### src/shared/flash_mode_pkg.sv
package flash_mode_pkg;

	// ************************************************************
	// clock and timing
	// ************************************************************
	localparam int CLK_FREQ_MHZ      = 40;
	// power-on setup phase of the array, least time
	localparam int SETUP_TIME_NS     = 5000;
	localparam int SETUP_CYCLES      = (SETUP_TIME_NS * CLK_FREQ_MHZ + 999) / 1000;
	// return to read mode after a cpu reset starts, longest time
	localparam int CPU_RST_RETURN_NS = 2000;
	localparam int CPU_RST_CYCLES    = (CPU_RST_RETURN_NS * CLK_FREQ_MHZ) / 1000;
	// erase start window, least time
	localparam int ERASE_WINDOW_US   = 96;
	localparam int ERASE_WIN_CYCLES  = ERASE_WINDOW_US * CLK_FREQ_MHZ;
	localparam int CNT_W             = 12;

	// ************************************************************
	// address map (byte addresses on the bus)
	// ************************************************************
	localparam logic [19:0] REG_STATUS_ADDR = 20'h40000;
	localparam logic [19:0] REG_IRQ_ADDR    = 20'h40004;
	localparam logic [19:0] REG_PROT_ADDR   = 20'h40008;
	localparam logic [17:0] CMD_ADDR1       = 18'h15554;
	localparam logic [17:0] CMD_ADDR2       = 18'h0AAA8;

	// ************************************************************
	// command codes (low data byte)
	// ************************************************************
	localparam logic [7:0] CMD_UNLOCK1   = 8'hAA;
	localparam logic [7:0] CMD_UNLOCK2   = 8'h55;
	localparam logic [7:0] CMD_PROGRAM   = 8'hA0;
	localparam logic [7:0] CMD_ERASE     = 8'h80;
	localparam logic [7:0] CMD_ERASE_GO  = 8'h30;
	localparam logic [7:0] CMD_PROTECT   = 8'h60;
	localparam logic [7:0] CMD_PROT_SET  = 8'h01;
	localparam logic [7:0] CMD_PROT_CLR  = 8'hD0;
	localparam logic [7:0] CMD_SUSPEND   = 8'hB0;
	localparam logic [7:0] CMD_RESUME    = 8'h30;
	localparam logic [7:0] CMD_READ_RST  = 8'hF0;

	// ************************************************************
	// field positions and reset values
	// ************************************************************
	localparam int ST_DATA_POLL  = 7;
	localparam int ST_TOGGLE1    = 6;
	localparam int ST_FAILURE    = 5;
	localparam int ST_ERASE_WIN  = 3;
	localparam int ST_TOGGLE2    = 2;
	localparam int IRQ_REQ_BIT   = 0;
	localparam int IRQ_EN_BIT    = 1;
	localparam int IRQ_RB_BIT    = 2;
	localparam int PROT_ALL_BIT  = 4;
	localparam int PROT_READ_BIT = 5;
	localparam logic [5:0] PROT_RESET = 6'h00;

	// ************************************************************
	// state types
	// ************************************************************
	typedef enum logic [2:0] {
		SEQ_READ, SEQ_UNLOCK2, SEQ_CMD, SEQ_PROG_DATA,
		SEQ_ERASE_U1, SEQ_ERASE_U2, SEQ_ERASE_BLOCK, SEQ_PROT_BLOCK
	} seq_state_type;

	typedef enum logic [1:0] {
		EPC_IDLE, EPC_WINDOW, EPC_RUN
	} epc_state_type;

endpackage

### src/shared/epc_if.sv
`timescale 1ns/1ps
interface epc_if;
	logic start;
	logic op_erase;
	logic suspend;
	logic active;
	logic rb;
	logic window_open;
	logic suspended;
	logic done;
	logic fail;

	modport ctrl (output start, op_erase, suspend,
		input active, rb, window_open, suspended, done, fail);
	modport epc (input start, op_erase, suspend,
		output active, rb, window_open, suspended, done, fail);
endinterface

### src/hdl/erase_program_controller.sv
`timescale 1ns/1ps
module erase_program_controller (
	input  wire logic clk_i,
	input  wire logic rst_i,
	epc_if.epc        ep,
	input  wire logic arr_done_i,
	input  wire logic arr_fail_i,
	output logic      arr_prog_o,
	output logic      arr_erase_o
);

	flash_mode_pkg::epc_state_type state_reg;
	logic [flash_mode_pkg::CNT_W-1:0] win_cnt_reg;

	localparam int CNT_W = flash_mode_pkg::CNT_W;

	// ************************************************************
	// operation sequencing
	// ************************************************************
	// erase opens the window first (program starts at once), then array strobe held until the array reports done, erase strobe dropped while suspended
	always_ff @(posedge clk_i) begin
		if (rst_i) begin
			state_reg      <= flash_mode_pkg::EPC_IDLE;
			win_cnt_reg    <= '0;
			arr_prog_o     <= 1'b0;
			arr_erase_o    <= 1'b0;
			ep.window_open <= 1'b0;
			ep.suspended   <= 1'b0;
			ep.done        <= 1'b0;
			ep.fail        <= 1'b0;
		end else begin
			ep.done <= 1'b0;
			ep.fail <= 1'b0;
			case (state_reg)
				flash_mode_pkg::EPC_IDLE: begin
					if (ep.start) begin
						if (ep.op_erase) begin
							state_reg      <= flash_mode_pkg::EPC_WINDOW;
							ep.window_open <= 1'b1;
							win_cnt_reg    <= '0;
						end else begin
							state_reg  <= flash_mode_pkg::EPC_RUN;
							arr_prog_o <= 1'b1;
						end
					end
				end
				flash_mode_pkg::EPC_WINDOW: begin
					if (win_cnt_reg == CNT_W'(flash_mode_pkg::ERASE_WIN_CYCLES - 1)) begin
						ep.window_open <= 1'b0;
						state_reg      <= flash_mode_pkg::EPC_RUN;
						arr_erase_o    <= 1'b1;
					end else begin
						win_cnt_reg <= win_cnt_reg + 1'b1;
					end
				end
				flash_mode_pkg::EPC_RUN: begin
					if (arr_erase_o && ep.suspend) begin
						arr_erase_o  <= 1'b0;
						ep.suspended <= 1'b1;
					end else if (ep.suspended) begin
						if (!ep.suspend) begin
							arr_erase_o  <= 1'b1;
							ep.suspended <= 1'b0;
						end
					end else if (arr_done_i) begin
						arr_prog_o  <= 1'b0;
						arr_erase_o <= 1'b0;
						ep.done     <= 1'b1;
						ep.fail     <= arr_fail_i;
						state_reg   <= flash_mode_pkg::EPC_IDLE;
					end
				end
				default: state_reg <= flash_mode_pkg::EPC_IDLE;
			endcase
		end
	end

	// busy line high while an operation is active, erase window included, low when suspended
	assign ep.active = (state_reg != flash_mode_pkg::EPC_IDLE);
	assign ep.rb     = ep.active && !ep.suspended;

endmodule

### src/hdl/flash_mode_ctrl.sv
// Added by the designer: the register addresses and register access over Wishbone.
`timescale 1ns/1ps
module flash_mode_ctrl (
	input  wire logic        clk_i,
	input  wire logic        rst_i,
	input  wire logic        wb_cyc_i,
	input  wire logic        wb_stb_i,
	input  wire logic        wb_we_i,
	input  wire logic [19:0] wb_adr_i,
	input  wire logic [3:0]  wb_sel_i,
	input  wire logic [31:0] wb_dat_i,
	output logic      [31:0] wb_dat_o,
	output logic             wb_ack_o,
	input  wire logic        cpu_reset_i,
	input  wire logic        external_access_pin_i,
	input  wire logic [31:0] arr_rdata_i,
	input  wire logic        arr_done_i,
	input  wire logic        arr_fail_i,
	output logic      [15:0] arr_addr_o,
	output logic      [31:0] arr_wdata_o,
	output logic             arr_prog_o,
	output logic             arr_erase_o,
	output logic             ready_busy_o,
	output logic             irq_o,
	output logic             cpu_reset_hold_o
);

	// ************************************************************
	// declarations
	// ************************************************************
	epc_if ep ();

	flash_mode_pkg::seq_state_type seq_reg;
	logic        phase_reg;
	logic        por_done_reg;
	logic [flash_mode_pkg::CNT_W-1:0] por_cnt_reg;
	logic [flash_mode_pkg::CNT_W-1:0] crst_cnt_reg;
	logic        crst_hit;
	logic        start_reg;
	logic        op_erase_reg;
	logic        suspend_reg;
	logic [31:0] prog_data_reg;
	logic        fail_reg;
	logic        toggle1_reg;
	logic        toggle2_reg;
	logic        rb_prev_reg;
	logic        irq_req_reg;
	logic        irq_en_reg;
	logic [5:0]  prot_reg;
	logic        bus_take;
	logic        fire_wr;
	logic        fire_rd;
	logic        flash_hit;
	logic        status_mode;
	logic        wr_blocked;
	logic [7:0]  cmd;
	logic [7:0]  status_byte;
	logic [19:0] adr_word;

	localparam int CNT_W = flash_mode_pkg::CNT_W;

	// ************************************************************
	// decode helpers
	// ************************************************************
	// segment select from the top array address bits
	function automatic logic [1:0] segment_of(input logic [19:0] adr);
		segment_of = adr[17:16];
	endfunction

	function automatic logic in_flash(input logic [19:0] adr);
		in_flash = (adr[19:18] == 2'b00);
	endfunction

	// ************************************************************
	// erase-program controller
	// ************************************************************
	assign ep.start    = start_reg;
	assign ep.op_erase = op_erase_reg;
	assign ep.suspend  = suspend_reg;

	erase_program_controller u_epc (
		.clk_i       (clk_i),
		.rst_i       (rst_i),
		.ep          (ep.epc),
		.arr_done_i  (arr_done_i),
		.arr_fail_i  (arr_fail_i),
		.arr_prog_o  (arr_prog_o),
		.arr_erase_o (arr_erase_o)
	);

	// ************************************************************
	// bus handshake
	// ************************************************************
	// a request is taken once, answered on the following edge
	assign bus_take    = wb_cyc_i && wb_stb_i && !wb_ack_o && !phase_reg && por_done_reg;
	assign fire_wr     = phase_reg && wb_we_i;
	assign fire_rd     = phase_reg && !wb_we_i;
	assign adr_word    = {wb_adr_i[19:2], 2'b00};
	assign flash_hit   = in_flash(wb_adr_i);
	assign status_mode = ep.active || fail_reg;
	assign cmd         = wb_dat_i[7:0];
	assign wr_blocked  = prot_reg[flash_mode_pkg::PROT_ALL_BIT]
		|| prot_reg[segment_of(wb_adr_i)];

	always_ff @(posedge clk_i) begin
		if (rst_i) begin
			phase_reg <= 1'b0;
			wb_ack_o  <= 1'b0;
		end else begin
			phase_reg <= bus_take;
			wb_ack_o  <= phase_reg;
		end
	end

	// ************************************************************
	// power-on setup and cpu reset tracking
	// ************************************************************
	// array unreadable until setup count expires
	always_ff @(posedge clk_i) begin
		if (rst_i) begin
			por_cnt_reg  <= '0;
			por_done_reg <= 1'b0;
		end else if (!por_done_reg) begin
			if (por_cnt_reg == CNT_W'(flash_mode_pkg::SETUP_CYCLES - 1)) begin
				por_done_reg <= 1'b1;
			end else begin
				por_cnt_reg <= por_cnt_reg + 1'b1;
			end
		end
	end

	// hold the cpu while booting from flash during setup
	always_ff @(posedge clk_i) begin
		if (rst_i) begin
			cpu_reset_hold_o <= 1'b1;
		end else begin
			cpu_reset_hold_o <= external_access_pin_i && !por_done_reg;
		end
	end

	// count how long a cpu reset has been held
	always_ff @(posedge clk_i) begin
		if (rst_i || !cpu_reset_i) begin
			crst_cnt_reg <= '0;
		end else if (!crst_hit) begin
			crst_cnt_reg <= crst_cnt_reg + 1'b1;
		end
	end

	assign crst_hit = (crst_cnt_reg == CNT_W'(flash_mode_pkg::CPU_RST_CYCLES));

	// ************************************************************
	// command sequence decoder
	// ************************************************************
	// address, command byte and current step select the next step
	always_ff @(posedge clk_i) begin
		if (rst_i) begin
			seq_reg       <= flash_mode_pkg::SEQ_READ;
			start_reg     <= 1'b0;
			op_erase_reg  <= 1'b0;
			suspend_reg   <= 1'b0;
			prog_data_reg <= '0;
			arr_wdata_o   <= '0;
			prot_reg      <= flash_mode_pkg::PROT_RESET;
		end else begin
			start_reg <= 1'b0;
			if (crst_hit) begin
				seq_reg <= flash_mode_pkg::SEQ_READ;
			end else if (fire_wr && flash_hit) begin
				if (prot_reg[flash_mode_pkg::PROT_READ_BIT]) begin
					seq_reg <= flash_mode_pkg::SEQ_READ;
				end else if (ep.active) begin
					// only suspend and resume reach a running erase
					if (op_erase_reg && cmd == flash_mode_pkg::CMD_SUSPEND) begin
						suspend_reg <= 1'b1;
					end else if (suspend_reg && cmd == flash_mode_pkg::CMD_RESUME) begin
						suspend_reg <= 1'b0;
					end // others refused
				end else if (cmd == flash_mode_pkg::CMD_READ_RST) begin
					seq_reg <= flash_mode_pkg::SEQ_READ;
				end else begin
					seq_reg <= flash_mode_pkg::SEQ_READ; // any mismatch aborts
					case (seq_reg)
						flash_mode_pkg::SEQ_READ: begin
							if (adr_word[17:0] == flash_mode_pkg::CMD_ADDR1
								&& cmd == flash_mode_pkg::CMD_UNLOCK1) begin
								seq_reg <= flash_mode_pkg::SEQ_UNLOCK2;
							end
						end
						flash_mode_pkg::SEQ_UNLOCK2: begin
							if (adr_word[17:0] == flash_mode_pkg::CMD_ADDR2
								&& cmd == flash_mode_pkg::CMD_UNLOCK2) begin
								seq_reg <= flash_mode_pkg::SEQ_CMD;
							end
						end
						flash_mode_pkg::SEQ_CMD: begin
							if (adr_word[17:0] == flash_mode_pkg::CMD_ADDR1) begin
								if (cmd == flash_mode_pkg::CMD_PROGRAM) begin
									seq_reg <= flash_mode_pkg::SEQ_PROG_DATA;
								end else if (cmd == flash_mode_pkg::CMD_ERASE) begin
									seq_reg <= flash_mode_pkg::SEQ_ERASE_U1;
								end else if (cmd == flash_mode_pkg::CMD_PROTECT) begin
									seq_reg <= flash_mode_pkg::SEQ_PROT_BLOCK;
								end
							end
						end
						flash_mode_pkg::SEQ_PROG_DATA: begin
							if (!wr_blocked) begin
								start_reg     <= 1'b1;
								op_erase_reg  <= 1'b0;
								prog_data_reg <= wb_dat_i;
								arr_wdata_o   <= wb_dat_i;
							end
						end
						flash_mode_pkg::SEQ_ERASE_U1: begin
							if (adr_word[17:0] == flash_mode_pkg::CMD_ADDR1
								&& cmd == flash_mode_pkg::CMD_UNLOCK1) begin
								seq_reg <= flash_mode_pkg::SEQ_ERASE_U2;
							end
						end
						flash_mode_pkg::SEQ_ERASE_U2: begin
							if (adr_word[17:0] == flash_mode_pkg::CMD_ADDR2
								&& cmd == flash_mode_pkg::CMD_UNLOCK2) begin
								seq_reg <= flash_mode_pkg::SEQ_ERASE_BLOCK;
							end
						end
						flash_mode_pkg::SEQ_ERASE_BLOCK: begin
							if (cmd == flash_mode_pkg::CMD_ERASE_GO && !wr_blocked) begin
								start_reg    <= 1'b1;
								op_erase_reg <= 1'b1;
							end
						end
						flash_mode_pkg::SEQ_PROT_BLOCK: begin
							if (cmd == flash_mode_pkg::CMD_PROT_SET) begin
								prot_reg[segment_of(wb_adr_i)] <= 1'b1;
							end else if (cmd == flash_mode_pkg::CMD_PROT_CLR) begin
								prot_reg[segment_of(wb_adr_i)] <= 1'b0;
							end
						end
						default: seq_reg <= flash_mode_pkg::SEQ_READ;
					endcase
				end
			end else if (fire_wr && adr_word == flash_mode_pkg::REG_PROT_ADDR && wb_sel_i[0]) begin
				prot_reg <= wb_dat_i[5:0];
			end
			if (ep.done) begin
				suspend_reg <= 1'b0; // back to read mode after completion
			end
		end
	end

	// ************************************************************
	// status flags
	// ************************************************************
	// failure is sticky until read/reset; a new failure wins
	always_ff @(posedge clk_i) begin
		if (rst_i) begin
			fail_reg <= 1'b0;
		end else if (ep.done && ep.fail) begin
			fail_reg <= 1'b1;
		end else if (fire_wr && flash_hit && !ep.active
			&& cmd == flash_mode_pkg::CMD_READ_RST) begin
			fail_reg <= 1'b0;
		end
	end

	// toggle1 flips on every flash status read while an operation is active, suspended erase included, toggle2 only while erasing
	always_ff @(posedge clk_i) begin
		if (rst_i || start_reg) begin
			toggle1_reg <= 1'b0;
			toggle2_reg <= 1'b0;
		end else if (fire_rd && flash_hit && ep.active) begin
			toggle1_reg <= !toggle1_reg;
			toggle2_reg <= toggle2_reg ^ op_erase_reg;
		end
	end

	// assemble the polled status byte, reserved bits zero
	always_comb begin
		status_byte = 8'h00;
		if (op_erase_reg) begin
			status_byte[flash_mode_pkg::ST_DATA_POLL] = ep.suspended;
		end else begin
			status_byte[flash_mode_pkg::ST_DATA_POLL] = !prog_data_reg[7];
		end
		status_byte[flash_mode_pkg::ST_TOGGLE1]   = toggle1_reg;
		status_byte[flash_mode_pkg::ST_FAILURE]   = fail_reg;
		status_byte[flash_mode_pkg::ST_ERASE_WIN] = !ep.window_open;
		status_byte[flash_mode_pkg::ST_TOGGLE2]   = toggle2_reg;
	end

	// ************************************************************
	// array address and read data
	// ************************************************************
	// latch aligned word address when a flash access is taken outside status mode
	always_ff @(posedge clk_i) begin
		if (rst_i) begin
			arr_addr_o <= '0;
		end else if (bus_take && in_flash(wb_adr_i) && !status_mode) begin
			arr_addr_o <= wb_adr_i[17:2];
		end
	end

	// read mux: array, status word or registers
	always_ff @(posedge clk_i) begin
		if (rst_i) begin
			wb_dat_o <= '0;
		end else if (fire_rd) begin
			if (flash_hit) begin
				wb_dat_o <= status_mode ? {24'h000000, status_byte} : arr_rdata_i;
			end else if (adr_word == flash_mode_pkg::REG_STATUS_ADDR) begin
				wb_dat_o <= {24'h000000, status_byte};
			end else if (adr_word == flash_mode_pkg::REG_IRQ_ADDR) begin
				wb_dat_o <= {29'h00000000, ready_busy_o, irq_en_reg, irq_req_reg};
			end else if (adr_word == flash_mode_pkg::REG_PROT_ADDR) begin
				wb_dat_o <= {26'h0000000, prot_reg};
			end else begin
				wb_dat_o <= '0;
			end
		end
	end

	// ************************************************************
	// ready/busy line and its request node
	// ************************************************************
	always_ff @(posedge clk_i) begin
		if (rst_i) begin
			ready_busy_o <= 1'b0;
			rb_prev_reg  <= 1'b0;
		end else begin
			ready_busy_o <= ep.rb;
			rb_prev_reg  <= ready_busy_o;
		end
	end

	// request set on busy-to-ready, write one clears, set wins
	always_ff @(posedge clk_i) begin
		if (rst_i) begin
			irq_req_reg <= 1'b0;
			irq_en_reg  <= 1'b0;
			irq_o       <= 1'b0;
		end else begin
			if (rb_prev_reg && !ready_busy_o) begin
				irq_req_reg <= 1'b1;
			end else if (fire_wr && adr_word == flash_mode_pkg::REG_IRQ_ADDR
				&& wb_sel_i[0] && wb_dat_i[flash_mode_pkg::IRQ_REQ_BIT]) begin
				irq_req_reg <= 1'b0;
			end
			if (fire_wr && adr_word == flash_mode_pkg::REG_IRQ_ADDR && wb_sel_i[0]) begin
				irq_en_reg <= wb_dat_i[flash_mode_pkg::IRQ_EN_BIT];
			end
			irq_o <= irq_req_reg && irq_en_reg;
		end
	end

endmodule

### config.mk
export PLATFORM = sky130hd
export DESIGN_NAME = flash_mode_ctrl
export DESIGN_NICKNAME = d
export VERILOG_FILES = /design/src/shared/flash_mode_pkg.sv /design/src/shared/epc_if.sv /design/src/hdl/erase_program_controller.sv /design/src/hdl/flash_mode_ctrl.sv
export SDC_FILE = /design/constraint.sdc
export NUM_CORES = 1
export LEC_CHECK = 0
export ABC_AREA = 1
export BUFFER_PORTS_ARGS = -buffer_cell sky130_fd_sc_hd__buf_2
export CAP_MARGIN = 20
export CORE_ASPECT_RATIO = 0.6
export CORE_MARGIN = 2
export CORE_UTILIZATION = 45
export CTS_CLUSTER_DIAMETER = 50
export DETAILED_ROUTE_END_ITERATION = 8
export GPL_ROUTABILITY_DRIVEN = 1
export PLACE_DENSITY = 0.7
export SLEW_MARGIN = 40
export SYNTH_ARGS = -nofsm -noshare
export SYNTH_HDL_FRONTEND = slang
export SYNTH_SLANG_ARGS = --single-unit
export TNS_END_PERCENT = 20
### constraint.sdc
create_clock -name clk_i -period 3.1 [get_ports clk_i]
set_input_delay 0.465 -clock clk_i [delete_from_list [all_inputs] [get_ports clk_i]]
set_output_delay 0.465 -clock clk_i [all_outputs]
set_load 0.005 [all_outputs]
**Word-level counts from Yosys, hierarchy flattened**

Cells that the tools add are included.

- Register bits after elaboration: 148
- Input bits: 97
- Output and inout port bits: 86
- Word-level logic and storage cells: 245

- Add/sub/neg operators: 3
- Order comparisons: 2
- Equality and inequality tests: 45
- Muxes and demuxes: 74
- Bitwise operators: 14
- Reduce and logical (&&, ||, !) cells: 76

Operators by type and width:

| operator | count |
|---|---|
| $mux 32 | 2 |
| $mux 6 | 10 |
| $eq 18x17->1 const B | 3 |
| $eq 8x8->1 const B | 6 |
| $add 12x1->12 const B | 3 |
| $mux 12 | 3 |
| $mux 1 | 32 |
| $logic_and 1x1->1 | 30 |
| $mux 3 | 9 |
| $ne 2x2->1 const B | 12 |
| $pmux 12 s2 | 1 |
| $reduce_bool 2->1 | 9 |
| $eq 16x14->1 const B | 1 |
| $eq 16x15->1 const B | 1 |
| $eq 8x7->1 const B | 2 |
| $pmux 3 s5 | 1 |
| $mux 2 | 7 |
| $reduce_and 7->1 | 2 |
| $logic_not 1->1 | 13 |
| $eq 12x12->1 const B | 1 |
| $eq 12x7->1 const B | 1 |
| $eq 12x8->1 const B | 1 |
| $eq 3x3->1 const B | 4 |
| $reduce_and 4->1 | 3 |
| 33 further kinds | 57 |

**Depth between registers and ports, before layout**

- Word-level depth: 13
- Depth in mapped cells: 13
- Mapped depth without buffers: 13

**Hierarchy**

Synthesis repeated with hierarchy kept, for this count alone.

- Cell total of the unflattened synthesis: 1054
- Area total of the unflattened synthesis: 7059.3 um^2

Modules (own cells, without submodules):

| module | instances | cells each | area each (um^2) | seq. area each (um^2) |
|---|---|---|---|---|
| flash_mode_ctrl | 1 | 859 | 5825.6 | 2562.5 |
| erase_program_controller | 1 | 195 | 1233.7 | 400.4 |

**Worst setup path after synthesis**

No wires, ideal clock.

- Path kind: input to register
- From: input wb_adr_i[19]
- To: register, netlist name prog_data_reg[10]
- Library setup time: 0.113 ns
- Arrival time: 1.592 ns
- Data required time: 2.987 ns
- Path slack: 1.395 ns
- Stages on the path: 11
- Buffers on the path: 1
- Cells stage by stage: nor2_4 > inv_4 > nor2_8 > inv_2 > nor2_4 > nand2_1 > nor2_4 > nand2_4 > buf_2 > o21ai_1 > nor2_1

RTL lines:

| item | RTL line | text |
|---|---|---|
| start: declaration | flash_mode_ctrl.sv:9 | `input wire logic [19:0] wb_adr_i,` |

==> metrics.txt <==
status finished, final reports clean; Post-Syn Instances roughly 1,000; Lkg Pwr roughly 3.7 nW; Core ar. ~0.015 sq mm; Net count, final 1,286; clk slew on worst S/H paths around 60 ps; pin count of the biggest net entering global routing 74; initial antenna violation count 0; initial drt markers a little over 600; final core occ around three fifths; Die X between 150 and 200 um; Yosys reg bits approximately 150; area growth from synthesis to layout 23.9%; fraction of layout cells with a size suffix above 1 a little over 20%; CP arrival roughly 2500 ps; worst reg-to-reg setup slack ~940 ps; Mean Syn Cell Area 6.82 sq um; ANT nets after route 0; Setup Crit Path Kind reg2reg; Reg-to-Reg Start crst_cnt_reg[0]; HPWL Detailed 14,500 um; routability cong. roughly 0.95; Hold-fix buffers, CTS 0; htree depth 4; worst hold path type in2reg; drt pass-1 iters 5; Max FO, Critical Path 35; min Tclk post-route between 2000 and 2500 ps; Max Slew Vio Count 0; r2r worst-path depth 11; Initial Utilization between 40 and 50%; startpoint types flop; IO Port Bufs 177; Critical Path Start crst_cnt_reg[0]; Hold Vio Cnt, Final 0; metal3 WL roughly 1600 um; number of library cell types mapped by synthesis 40; worst-margin pin slew approximately 630 ps; vias around 7,000; element type at the critical path end flop; Pwr Density 494 mW/mm^2; DR WL/cell approximately 14 um; MaxCap Viol Count 0; syn_nets approximately 1,100; Tot GR Track Use ~24%; final instance area between 0.008 and 0.009 sq mm; clock sink count about 150; post_cts resized 0; number of diodes 0; CTS buffer count 17; synth warn 0; first-pass GRT wire length 31,400 um; clk buf depth 2; Rel. slew slack 57.9%; vias in the first global route about 6,200; Vias/cell around 5; FMAX 463 MHz; DIE AREA approximately 0.016 sq mm; root buf cell clkbuf_16; RSZ-0062 raised after global routing no; post-CTS setup buffers 0; CTS tree yes; worst reg2reg endpoint prog_data_reg[16]; final worst-path cycle share a little over two thirds; peak supply drop 244 uV; Area after DPL between 0.007 and 0.008 sq mm; Worst Path Required roughly 3400 ps; Clock Skew about 12 ps; # rows 34; I/O pins approximately 180; met2 wire length 8010 um; Total Wirelength between 15,000 and 20,000 um; mapped cell area 0.00689 sq mm; DR top layer met4; final setup TNS 0 ps; critical path capture point prog_data_reg[16]; Remaining DRCs 0; Final setup viols 0; die height between 90 and 100 um; wire length on met1 a little over 10,000 um; Clk Latency, worst-skew pair 430 ps; register area share after synthesis 43.0%; total grt overflow 0
kinds of logic after synthesis:
| family | Yosys count | synth area share (%) |
|---|---|---|
| AND/OR/NAND/NOR | 541 | 33.3 |
| adder cells (fa/ha/maj) | 4 | 0.726 |
| AO/OA/AOI/OAI | 178 | 13.9 |
| flip-flops | 148 | 43.0 |
| XOR/XNOR | 12 | 1.52 |
| buffers and inverters | 128 | 7.59 |
layer usage:
metal / vias to the layer above / global-route usage (%)
met5: - / 0
met4: 0 / 6.68
met3: 21 / 5.12
met2: 242 / 33.9
met1: 3171 / 37.7
li1: 3614 / -
worst max-delay path, stage by stage, from the launching register on:
cell	delay (ps)
dfxtp_1	340
inv_1	100
ha_1	150
nand2_1	50
nor2_1	80
nand3_1	170
nand2_1	180
nor2_4	60
nand2_4	350
clkinv_4	320
nor2_1	160
nor2_1	70
through the flow:
stage | setup WS, ps | total power, mW | hold WS (ps) | std cells
5_1_grt | 771 | 4.35 | 271 | 1396
3_5_place_dp | 747 | 2.15 | 450 | 1364
2_1_floorplan | 1400 | 2.04 | 422 | 1011
4_1_cts | 974 | 4.25 | 222 | 1396
3_3_place_gp | 778 | 2.15 | 441 | 1364
6_report | 942 | 4.22 | 229 | 1396
layout by cell type, fill, tap and decap left out, drive strengths merged:
master    count
nand2       242
nor2        195
buf         184
dfxtp       148
inv          99
a21oi        86
o21ai        74
nand3        44
nor3         29
clkbuf       21
nand4        14
a211oi       12
xor2          9
clkinv        6
nand3b        5
ha            4
and3          3
xnor2         3
o211ai        3
clkinvlp      3
nor3b         3
nor4          2
and2          2
or2           2
o31ai         2
bufinv        2
o311ai        1
power by group:
part	internal, mW	total (mW)	switching (mW)	leakage, nW
Sequential	1.91	1.91	0.00544	1.19
Combinational	0.0758	0.201	0.125	2.25
Clock	1.27	2.11	0.838	0.292
synthesized netlist by cell type (all sizes together):
cell type    n  area, sq um
or2          2         12.5
clkinv       2         12.5
and3         3         18.8
inv         97          367
and2         2         12.5
nor3        29          156
buf         13         83.8
nand2      242          918
nor2       195          791
a21oi       86          430
o31ai        2         15.0
nor3b        3         27.5
nand3b       5         37.5
ha           4         50.1
nor4         2         12.5
o21ai       74          370
xor2         9         78.8
clkbuf      16         60.1
o211ai       3         22.5
o311ai       1         8.76
xnor2        3         26.3
nand3       44          220
nand4       14         87.6
dfxtp      148         2960
a211oi      12          110
area by class of cell:
class / instances / area [sq um]
Clock buffer: 21 / 480
Multi-Input combinational cell: 735 / 3410
Clock inverter: 11 / 124
Inverter: 99 / 379
Sequential cell: 148 / 2960
Tap cell: 198 / 248
Fill cell: 1446 / 6180
Timing Repair Buffer: 184 / 942
worst min path at each step:
stage,startpoint,endpoint,slack (ps),cells after the start
2_1_floorplan,u_epc.ep.fail,fail_reg,420,2
3_3_place_gp,u_epc.ep.fail,fail_reg,440,2
3_5_place_dp,u_epc.ep.fail,fail_reg,450,2
4_1_cts,external_access_pin_i,cpu_reset_hold_o,220,3
5_1_grt,external_access_pin_i,cpu_reset_hold_o,270,3
6_report,external_access_pin_i,cpu_reset_hold_o,230,3
Power figures use the tool's default switching activity.
